==> src/core/los_pkg.sv <==
// Package: register map, field layout, thresholds and carrier types for the loss detector
package los_pkg;

	// ----------------------------------------------------------------
	// Sizes
	// ----------------------------------------------------------------
	localparam int NUM_CH = 8;                         // Line channels
	localparam int CNT_W  = 13;                        // Counter width, holds 4096

	// ----------------------------------------------------------------
	// Register byte offsets
	// ----------------------------------------------------------------
	localparam logic [7:0] ADDR_CTRL  = 8'h00;        // Control bits
	localparam logic [7:0] ADDR_LIVE  = 8'h04;        // Live loss indication
	localparam logic [7:0] ADDR_ALARM = 8'h08;        // Latched loss status
	localparam logic [7:0] ADDR_MASK  = 8'h0C;        // Interrupt enables

	// ----------------------------------------------------------------
	// Control register fields
	// ----------------------------------------------------------------
	localparam int CTRL_W        = 7;                  // Implemented control bits
	localparam int CTRL_REF_LSB  = 0;                  // ref_freq_select [2:0]
	localparam int CTRL_RATE_BIT = 3;                  // master_rate_select
	localparam int CTRL_EXT_BIT  = 4;                  // extended_loss_enable
	localparam int CTRL_T1_BIT   = 5;                  // 1 = T1/J1 rate, 0 = E1
	localparam int CTRL_PWR_BIT  = 6;                  // receiver_power_on
	localparam logic [CTRL_W-1:0] CTRL_RESET = 7'h40;  // Receivers on, E1, 2048 ref

	// ----------------------------------------------------------------
	// Reference select codes
	// ----------------------------------------------------------------
	localparam logic [2:0] REF_CODE_2048 = 3'h0;       // 2048 kHz on the E1 input
	localparam logic [2:0] REF_CODE_1544 = 3'h1;       // 1544 kHz on the T1 input

	// ----------------------------------------------------------------
	// Loss declare and clear criteria, in received bits
	// ----------------------------------------------------------------
	localparam logic [CNT_W-1:0] E1_LOSS_ZEROS     = 13'h0020;  // 32 zeros
	localparam logic [CNT_W-1:0] E1_EXT_LOSS_ZEROS = 13'h1000;  // 4096 zeros
	localparam logic [CNT_W-1:0] T1_LOSS_ZEROS     = 13'h00AF;  // 175 zeros
	localparam logic [CNT_W-1:0] E1_WIN_BITS       = 13'h0020;  // 32 bit window
	localparam logic [CNT_W-1:0] E1_WIN_ONES       = 13'h0004;  // 4 ones
	localparam logic [CNT_W-1:0] E1_MAX_RUN        = 13'h0010;  // 16 zeros
	localparam logic [CNT_W-1:0] T1_WIN_BITS       = 13'h0080;  // 128 bit window
	localparam logic [CNT_W-1:0] T1_WIN_ONES       = 13'h0010;  // 16 ones
	localparam logic [CNT_W-1:0] T1_MAX_RUN        = 13'h0064;  // 100 zeros

	// ----------------------------------------------------------------
	// Carrier types
	// ----------------------------------------------------------------
	typedef struct packed {
		logic        psel;
		logic        penable;
		logic        pwrite;
		logic [7:0]  paddr;
		logic [31:0] pwdata;
	} apb_req_t;

	typedef struct packed {
		logic [31:0] prdata;
		logic        pready;
		logic        pslverr;
	} apb_rsp_t;

	// Hardware mode strap pins
	typedef struct packed {
		logic       host_mode;            // 1 = take settings from registers
		logic [2:0] ref_freq_select;
		logic       master_rate_select;
		logic       extended_loss_enable;
		logic       t1_mode;
		logic       receiver_power_on;
	} strap_t;

endpackage

==> src/core/rx_los_clk_sel.sv <==
// Module: reference clock selection, receiver power control and per channel loss detection
//
// The APB register port and the placing of the registers were chosen for this implementation.
`timescale 1ns/10ps
module rx_los_clk_sel
	import los_pkg::*;
(
	// Clock and reset
	input  wire logic                mclk_i,
	input  wire logic                rst_i,
	// Register bus
	input  wire apb_req_t            apb_i,
	output apb_rsp_t                 apb_o,
	// Hardware mode straps, asynchronous
	input  wire strap_t              strap_i,
	// Analog front end, asynchronous
	input  wire logic [NUM_CH-1:0]   analog_loss_i,
	// Recovered data from clock recovery, this clock domain
	input  wire logic [NUM_CH-1:0]   rx_bit_i,
	input  wire logic [NUM_CH-1:0]   rx_bit_valid_i,
	input  wire logic [NUM_CH-1:0]   rx_viol_i,
	// Receive outputs
	output logic [NUM_CH-1:0]        rx_positive_data_out_o,
	output logic [NUM_CH-1:0]        rx_negative_violation_out_o,
	output logic [NUM_CH-1:0]        rx_signal_loss_o,
	// Clock synthesizer and receiver control
	output logic                     ref_use_t1_input_o,
	output logic [2:0]               synth_ref_code_o,
	output logic                     master_rate_select_o,
	output logic [NUM_CH-1:0]        rx_enable_o,
	// Interrupt
	output logic                     interrupt_n_o
);

	// ----------------------------------------------------------------
	// State
	// ----------------------------------------------------------------
	typedef struct packed {
		logic [NUM_CH-1:0]             aloss_s1;   // First synchroniser stage
		logic [NUM_CH-1:0]             aloss_s2;   // Synchronised analog loss
		strap_t                        strap_s1;   // First synchroniser stage
		strap_t                        strap_s2;   // Synchronised straps
		logic [CTRL_W-1:0]             ctrl;       // Host control bits
		logic [NUM_CH-1:0]             los;        // Live loss indication
		logic [NUM_CH-1:0]             alarm;      // Latched loss status
		logic [NUM_CH-1:0]             mask;       // Interrupt enables
		logic [NUM_CH-1:0][CNT_W-1:0]  zcnt;       // Consecutive zero run
		logic [NUM_CH-1:0][CNT_W-1:0]  wcnt;       // Bits into clearing window
		logic [NUM_CH-1:0][CNT_W-1:0]  ones;       // Ones in clearing window
		logic [NUM_CH-1:0]             dout;       // Data output
		logic [NUM_CH-1:0]             vout;       // Violation output
		logic                          irq_n;      // Registered interrupt
	} state_t;

	state_t st_reg;                            // Current state
	state_t st_next;                           // Next state

	// Effective settings after the host/hardware choice
	logic              host_sel;               // Host mode active
	logic [2:0]        eff_ref;                // Reference select code
	logic              eff_rate;               // Master rate
	logic              eff_ext;                // Extended loss
	logic              eff_t1;                 // T1 line rate
	logic              eff_pwr;                // Receivers on
	logic [CNT_W-1:0]  loss_thr;               // Zeros before declare
	logic [CNT_W-1:0]  win_bits;               // Clearing window length
	logic [CNT_W-1:0]  win_ones;               // Ones needed in window
	logic [CNT_W-1:0]  max_run;                // Longest zero run allowed
	logic              rd_access;              // APB read access phase
	logic              wr_access;              // APB write access phase
	logic [31:0]       rdata;                  // Read mux

	// ----------------------------------------------------------------
	// Settings and bus decode
	// ----------------------------------------------------------------
	// Picks register or strap settings and the per-rate criteria
	always_comb
	begin
		host_sel  = st_reg.strap_s2.host_mode;
		if (host_sel)
		begin
			// Host mode: control bits win over pins
			eff_ref  = st_reg.ctrl[CTRL_REF_LSB +: 3];
			eff_rate = st_reg.ctrl[CTRL_RATE_BIT];
			eff_ext  = st_reg.ctrl[CTRL_EXT_BIT];
			eff_t1   = st_reg.ctrl[CTRL_T1_BIT];
			eff_pwr  = st_reg.ctrl[CTRL_PWR_BIT];
		end
		else
		begin
			// Hardware mode: straps drive everything
			eff_ref  = st_reg.strap_s2.ref_freq_select;
			eff_rate = st_reg.strap_s2.master_rate_select;
			eff_ext  = st_reg.strap_s2.extended_loss_enable;
			eff_t1   = st_reg.strap_s2.t1_mode;
			eff_pwr  = st_reg.strap_s2.receiver_power_on;
		end
		// One rate for every channel
		if (eff_t1)
		begin
			loss_thr = T1_LOSS_ZEROS;
			win_bits = T1_WIN_BITS;
			win_ones = T1_WIN_ONES;
			max_run  = T1_MAX_RUN;
		end
		else
		begin
			loss_thr = eff_ext ? E1_EXT_LOSS_ZEROS : E1_LOSS_ZEROS;
			win_bits = E1_WIN_BITS;
			win_ones = E1_WIN_ONES;
			max_run  = E1_MAX_RUN;
		end
		rd_access = apb_i.psel && apb_i.penable && !apb_i.pwrite;
		wr_access = apb_i.psel && apb_i.penable && apb_i.pwrite;
		// Read mux, narrower registers sit in the low bits
		case (apb_i.paddr)
			ADDR_CTRL:  rdata = {25'h0000000, st_reg.ctrl};
			ADDR_LIVE:  rdata = {24'h000000, st_reg.los};
			ADDR_ALARM: rdata = {24'h000000, st_reg.alarm};
			ADDR_MASK:  rdata = {24'h000000, st_reg.mask};
			default:    rdata = 32'h00000000;
		endcase
	end

	// ----------------------------------------------------------------
	// Next state
	// ----------------------------------------------------------------
	// Synchronisers, registers, loss detectors and interrupt
	always_comb
	begin
		logic [NUM_CH-1:0] rise;               // Loss declared this cycle
		logic              aloss;              // Analog loss, synchronised
		logic              run_bad;            // Zero run too long
		rise    = '0;
		aloss   = 1'b0;
		run_bad = 1'b0;
		st_next = st_reg;
		// Two flip-flops on every asynchronous input
		st_next.aloss_s1 = analog_loss_i;
		st_next.aloss_s2 = st_reg.aloss_s1;
		st_next.strap_s1 = strap_i;
		st_next.strap_s2 = st_reg.strap_s1;

		for (int c = 0; c < NUM_CH; c++)
		begin
			// Analog flag already carries the 9 dB / 3 dB hysteresis
			aloss = st_reg.aloss_s2[c];
			// A lower threshold after a mode change pulls the run back
			if (st_reg.zcnt[c] > loss_thr)
				st_next.zcnt[c] = loss_thr;
			if (rx_bit_valid_i[c])
			begin
				// Pass recovered data to the outputs
				st_next.dout[c] = rx_bit_i[c];
				st_next.vout[c] = rx_viol_i[c];
				// Zero run: a one ends it, saturate at threshold
				if (rx_bit_i[c])
					st_next.zcnt[c] = '0;
				else if (st_reg.zcnt[c] < loss_thr)
					st_next.zcnt[c] = st_reg.zcnt[c] + 13'h0001;
			end
			if (!st_reg.los[c])
			begin
				// Counting only under analog loss
				if (!aloss)
					st_next.zcnt[c] = '0;
				else if (st_next.zcnt[c] >= loss_thr)
				begin
					// Declare loss
					st_next.los[c]  = 1'b1;
					rise[c]         = 1'b1;
					st_next.wcnt[c] = '0;
					st_next.ones[c] = '0;
				end
			end
			else if (!aloss)
			begin
				// Analog level recovered: check ones density windows
				if (rx_bit_valid_i[c])
				begin
					run_bad = st_next.zcnt[c] > max_run;
					if (rx_bit_i[c] && st_reg.ones[c] < win_ones)
						st_next.ones[c] = st_reg.ones[c] + 13'h0001;
					st_next.wcnt[c] = st_reg.wcnt[c] + 13'h0001;
					if (run_bad)
					begin
						// Run too long: restart window
						st_next.wcnt[c] = '0;
						st_next.ones[c] = '0;
					end
					else if (st_next.wcnt[c] == win_bits)
					begin
						// Window complete
						if (st_next.ones[c] >= win_ones)
							st_next.los[c] = 1'b0;
						st_next.wcnt[c] = '0;
						st_next.ones[c] = '0;
					end
				end
			end
			else
			begin
				// Analog loss still present: hold window at start
				st_next.wcnt[c] = '0;
				st_next.ones[c] = '0;
			end
		end

		// Register writes and clear on read
		if (wr_access)
		begin
			case (apb_i.paddr)
				ADDR_CTRL:  st_next.ctrl  = apb_i.pwdata[CTRL_W-1:0];
				ADDR_ALARM: st_next.alarm = st_reg.alarm & ~apb_i.pwdata[NUM_CH-1:0];
				ADDR_MASK:  st_next.mask  = apb_i.pwdata[NUM_CH-1:0];
				default:    st_next.ctrl  = st_reg.ctrl;
			endcase
		end
		else if (rd_access && apb_i.paddr == ADDR_ALARM)
			st_next.alarm = '0;
		// New events win over any clear
		st_next.alarm = st_next.alarm | rise;
		// Interrupt low while an enabled alarm stands
		st_next.irq_n = ~|(st_next.alarm & st_next.mask);
	end

	// ----------------------------------------------------------------
	// State register
	// ----------------------------------------------------------------
	// Single clocked process for all state
	always_ff @(posedge mclk_i or posedge rst_i)
	begin
		if (rst_i)
		begin
			st_reg       <= '0;
			st_reg.ctrl  <= CTRL_RESET;
			st_reg.irq_n <= 1'b1;
		end
		else
			st_reg <= st_next;
	end

	// ----------------------------------------------------------------
	// Outputs
	// ----------------------------------------------------------------
	assign apb_o.prdata  = rdata;
	assign apb_o.pready  = 1'b1;              // Zero wait states
	assign apb_o.pslverr = apb_i.psel && apb_i.penable && (apb_i.paddr != ADDR_CTRL)
	                       && (apb_i.paddr != ADDR_LIVE) && (apb_i.paddr != ADDR_ALARM)
	                       && (apb_i.paddr != ADDR_MASK);
	assign rx_positive_data_out_o      = st_reg.dout;
	assign rx_negative_violation_out_o = st_reg.vout;
	assign rx_signal_loss_o            = st_reg.los;
	assign interrupt_n_o               = st_reg.irq_n;
	// Reference input and synthesizer code
	assign ref_use_t1_input_o   = (eff_ref == REF_CODE_1544);
	assign synth_ref_code_o     = eff_ref;
	assign master_rate_select_o = eff_rate;
	assign rx_enable_o          = {NUM_CH{eff_pwr}};

	// ----------------------------------------------------------------
	// Assertions
	// ----------------------------------------------------------------
	power_follows_pin_a: assert property (@(posedge mclk_i) disable iff (rst_i)
		!st_reg.strap_s2.host_mode |-> rx_enable_o == {NUM_CH{st_reg.strap_s2.receiver_power_on}})
		else $error("receiver enable does not follow power pin");

	ref_input_pick_a: assert property (@(posedge mclk_i) disable iff (rst_i)
		ref_use_t1_input_o |-> synth_ref_code_o == REF_CODE_1544)
		else $error("T1 reference input used with wrong code");

	host_rate_src_a: assert property (@(posedge mclk_i) disable iff (rst_i)
		st_reg.strap_s2.host_mode |-> master_rate_select_o == st_reg.ctrl[CTRL_RATE_BIT])
		else $error("host mode rate not from control bit");

	data_pass_a: assert property (@(posedge mclk_i) disable iff (rst_i)
		rx_bit_valid_i[0] |=> rx_positive_data_out_o[0] == $past(rx_bit_i[0]))
		else $error("recovered data not passed to output");

	loss_needs_run_a: assert property (@(posedge mclk_i) disable iff (rst_i)
		$rose(rx_signal_loss_o[0]) |-> $past(st_reg.zcnt[0]) + 13'h0001 >= loss_thr
		&& $past(st_reg.aloss_s2[0]))
		else $error("loss declared without full zero run");

	e1_declare_a: assert property (@(posedge mclk_i) disable iff (rst_i)
		!eff_t1 && !eff_ext && !st_reg.los[1] && st_reg.aloss_s2[1] && rx_bit_valid_i[1]
		&& !rx_bit_i[1] && st_reg.zcnt[1] == 13'h001F |=> rx_signal_loss_o[1])
		else $error("E1 loss not declared at 32 zeros");

	clear_needs_level_a: assert property (@(posedge mclk_i) disable iff (rst_i)
		$fell(rx_signal_loss_o[0]) |-> !$past(st_reg.aloss_s2[0])
		&& $past(st_reg.ones[0]) + 13'h0001 >= win_ones)
		else $error("loss cleared without level or density");

	alarm_latch_a: assert property (@(posedge mclk_i) disable iff (rst_i)
		$rose(rx_signal_loss_o[2]) |-> st_reg.alarm[2])
		else $error("loss event not latched");

	irq_assert_a: assert property (@(posedge mclk_i) disable iff (rst_i)
		$rose(rx_signal_loss_o[0]) && st_reg.mask[0] |=> !interrupt_n_o)
		else $error("enabled alarm did not pull interrupt low");

	read_clear_a: assert property (@(posedge mclk_i) disable iff (rst_i)
		rd_access && apb_i.paddr == ADDR_ALARM && st_next.los == st_reg.los
		|=> st_reg.alarm == '0 ##1 interrupt_n_o || st_reg.alarm != '0)
		else $error("alarm read did not clear status");

	zero_sat_a: assert property (@(posedge mclk_i) disable iff (rst_i)
		st_reg.zcnt[0] <= loss_thr || $changed(loss_thr))
		else $error("zero counter passed its threshold");

endmodule // rx_los_clk_sel

==> config.mk <==
export PLATFORM = sky130hd
export DESIGN_NAME = rx_los_clk_sel
export DESIGN_NICKNAME = d
export VERILOG_FILES = /design/src/core/los_pkg.sv /design/src/core/rx_los_clk_sel.sv
export SDC_FILE = /design/constraint.sdc
export NUM_CORES = 1
export LEC_CHECK = 0
export ABC_AREA = 1
export BUFFER_PORTS_ARGS = -buffer_cell sky130_fd_sc_hd__clkbuf_2
export CELL_PAD_IN_SITES_DETAIL_PLACEMENT = 1
export CELL_PAD_IN_SITES_GLOBAL_PLACEMENT = 1
export CORE_ASPECT_RATIO = 1.75
export CORE_MARGIN = 5
export CORE_UTILIZATION = 48
export CTS_BUF_LIST = sky130_fd_sc_hd__clkbuf_4 sky130_fd_sc_hd__clkbuf_8
export DETAILED_ROUTE_END_ITERATION = 10
export PLACE_DENSITY = 0.93
export SYNTH_ARGS = -nofsm -noshare
export SYNTH_HDL_FRONTEND = slang
export SYNTH_SLANG_ARGS = --single-unit
==> constraint.sdc <==
create_clock -name mclk_i -period 13.28 [get_ports mclk_i]
set_input_delay 1.328 -clock mclk_i [delete_from_list [all_inputs] [get_ports mclk_i]]
set_output_delay 1.328 -clock mclk_i [all_outputs]
set_load 0.1 [all_outputs]
==> results.md <==
- Post-CTS Hold Buffers: 0
- Worst setup path class: flip-flop to flip-flop
- GRT Total Usage: 27.1%
- Fillers: 7295
- CTS tree: yes
- Post-synth EDFFs: 0
- Post-cts sizing count: 0
- CP startpoint kind: flip-flop
- CP peak stage delay: 0.70 ns
- Initial Util: 48.2%
- Postcts setup bufs: 0
- Yosys Warn Count: 0
- Critical Path RT: 13.82 ns
- Unrepaired setup endpoints after global routing: false
- Netlist Area Pre-Place: 0.0274 sq mm
- Pwr per Cell Area: 176 mW/mm^2
- Die W: 191 um
- WL per Instance: 18.5 um
- CP Capture Type: flip-flop
- # rows: 116
- FMAX: 149 MHz
- Post-synth top flop: dfrtp_1
- Synth area leaders: dfrtp_1 36%, nand2_1 12%, ha_1 8.4%
- Nets: 3996
- Clock Path Buffers: 3
- Max cap viols: 0
- Slowest-stage cell, CP: dfrtp_1
- Placed Cells: 4424
- Gate Count Post-Synth: 3633
- Die Ht: 326 um
- Register Area: 0.00981 sq mm
- Final non-filler cell total: 4551
- Drt first pass iters: 5
- Max Clock Skew: 0.0361 ns
- Setup WS pre-CTS: 6.70 ns
- Worst-Margin Slew: 1.13 ns
- PnR worst setup slack: 6.58 ns
- Vias in the first global route: 28703
- Share of synthesized registers carrying an async set or reset: 100%
- FF+latch count, synth: 392
- Depth of the CTS H-tree: 3
- Number of vias per cell: 5.61
- P&R area growth vs syn: 8.82%
- CTS Sinks: 392
- Final Cycle Share: 50.4%
- Core Util, Final: 52.4%
- Min Tclk post-route: 6.70 ns
- Die area: 0.0621 sq mm
- Flop-to-flop setup slack: 6.58 ns
- Setup TNS: 0 ns
- Buffers and inverters on the worst path: 4
- Antenna violations before repair: 4
- Area leader, netlist: dfrtp_1
- Crit Path Max Fanout: 60
- # DRC: 0
- Top Ports: 157
- Netlist cell types: 74
- Skew-Pair Late Insertion Delay: 0.65 ns
- ANT nets after route: 0
- Multi-input logic area: 0.0151 sq mm
- First-pass GRT wire length: 140000 um
- Post-DP HPWL: 59000 um
- Largest net degree at the start of global routing: 129
- Core area: 0.0569 sq mm
- GP Congestion: 0.886
- 1st-iter DRT viols: 1047
- Final Hold Vio Count: 0
- Seq/Total Area, Yosys: 35.8%
- Largest register FFs: 350
- CP delay by family, top: simple AND/OR/NAND/NOR gates
- Worst IR Drop VDD: 0.0000996 V
- Syn avg cell area: 7.54 sq um
- Slew headroom: 24.4%
- Layout cells sized above 1: 12.0%
- Clk slew on worst S/H paths: 0.07 ns
- Tightest Hold Check Type: flip-flop to flip-flop
- IO Port Bufs: 107
- Gr ovfl total: 0
- Overall Power: 0.00525 W
- Outcome: complete, no violations
- Crit-path most repeated cell: nand2_1
- WP data arrival: 7.24 ns
- LEAKAGE: 15.4 nW
- Synth top area share: 35.6%
- Slew Viols, Final: 0
- Vias: 25545
- Root Driver: clkbuf_8
- # setup viols final: 0
- Final WL: 84400 um
- CTS Buf Count: 68
==> synthesized netlist by cell type (26+ instances only) <==
library cell  instances
o21ai_1              57
ha_1                184
inv_1               438
xnor2_1              33
dfrtp_1             390
xor2_1              140
nor3_1               84
nand3_1             238
nor2_1              350
nand4_1             100
o21ai_2              36
nand2_1             886
clkbuf_1             26
a21oi_1             118
o21ai_0             128
nand2_2              28
buf_4                67
==> path summary, 6_finish.rpt <==
kind,start,to,depth (start not counted)
max,host_sel$_DFF_PP0_,st_reg[171]$_DFFE_PP0P_,34
min,st_next[379]$_DFF_PP0_,st_reg[379]$_DFF_PP0_,0
max reg2reg,host_sel$_DFF_PP0_,st_reg[171]$_DFFE_PP0P_,34
min reg2reg,st_next[379]$_DFF_PP0_,st_reg[379]$_DFF_PP0_,0
max in group asynchronous,rst_i,st_reg[167]$_DFFE_PP0P_,4
min in group asynchronous,rst_i,st_reg[76]$_DFFE_PP0P_,2
==> power breakdown <==
group	internal [W]	total, W	switching (W)
Combinational	0.000743	0.00246	0.00171
Sequential	0.00134	0.00153	0.000185
Clock	0.000710	0.00127	0.000555
==> placed cells by master (no fill, tap or decap), types with 6 or more instances in the layout <==
cell / n
o22ai_1: 8
conb_1: 25
inv_1: 437
nor3_1: 84
a21o_1: 7
dfrtp_1: 390
or2_2: 8
o21ai_1: 56
o211ai_1: 14
nor2_2: 16
o21bai_1: 11
buf_4: 12
and3_1: 10
nand3b_1: 7
o21ai_0: 128
nand2_2: 28
clkbuf_2: 107
nand2_1: 886
o21a_1: 21
clkinv_1: 6
nor4_1: 24
nand3_1: 238
a21boi_1: 10
o31ai_1: 11
clkbuf_8: 87
clkinv_2: 12
ha_1: 184
nor2_4: 11
nand4_1: 100
clkbuf_4: 21
nand2_4: 19
xnor2_1: 33
inv_2: 21
nor2_1: 350
xor2_1: 140
a21oi_2: 17
nand3_2: 11
o21ai_2: 36
a21oi_1: 118
==> cell type report <==
type,count,share of cell area (%)
multi-input cells,2673,50.6
flip-flops and latches,392,32.9
inverters,473,6.04
clock buffers,108,4.54
well taps,767,3.22
repair buffers,119,2.10
clock inverters,17,0.587
diodes,2,0.0168
==> metal layers <==
metal  vias to the layer above  part of all wire [%]  GRT usage (%)  wire length, um
met5                         -                 0.025              0               21
met1                     12722                    37           27.9            30900
met3                       287                   4.4           5.02             3710
li1                      11939                     -              -                -
met4                         4                   5.1           13.7             4280
met2                       593                    54           51.5            45600
==> worst reg2reg max path, delay by kind of cell, from the launching register on <==
| family | cells | cell delay (ns) |
|---|---|---|
| buffers and inverters | 4 | 0.28 |
| adder cells (fa/ha/maj) | 2 | 0.81 |
| AND/OR/NAND/NOR | 22 | 3.89 |
| flip-flops | 1 | 0.70 |
| AO/OA/AOI/OAI | 6 | 0.92 |
==> cells by family (layout without fill, tap and decap cells) <==
| family | after synthesis | after routing | synth area share, % |
|---|---|---|---|
| AOI/OAI and AO/OA | 472 | 472 | 10.7 |
| DFF | 392 | 392 | 35.8 |
| and+or+nand+nor | 1816 | 1816 | 29.9 |
| adders and majority gates | 184 | 184 | 8.40 |
| xor gates and xnor gates | 173 | 173 | 5.53 |
| buffers and inverters | 591 | 717 | 9.53 |
| other | 2 | 27 | 0.0274 |
| muxes | 3 | 3 | 0.123 |
==> through the flow <==
step                cell area, sq um  hold slack, ns
floorplan                      27500           0.331
global placement               28300           0.331
detailed placement             28300           0.339
CTS                            29800           0.344
global route                   29800           0.344
finish                         29800           0.336
No activity file was read; power rests on OpenSTA's default activity.
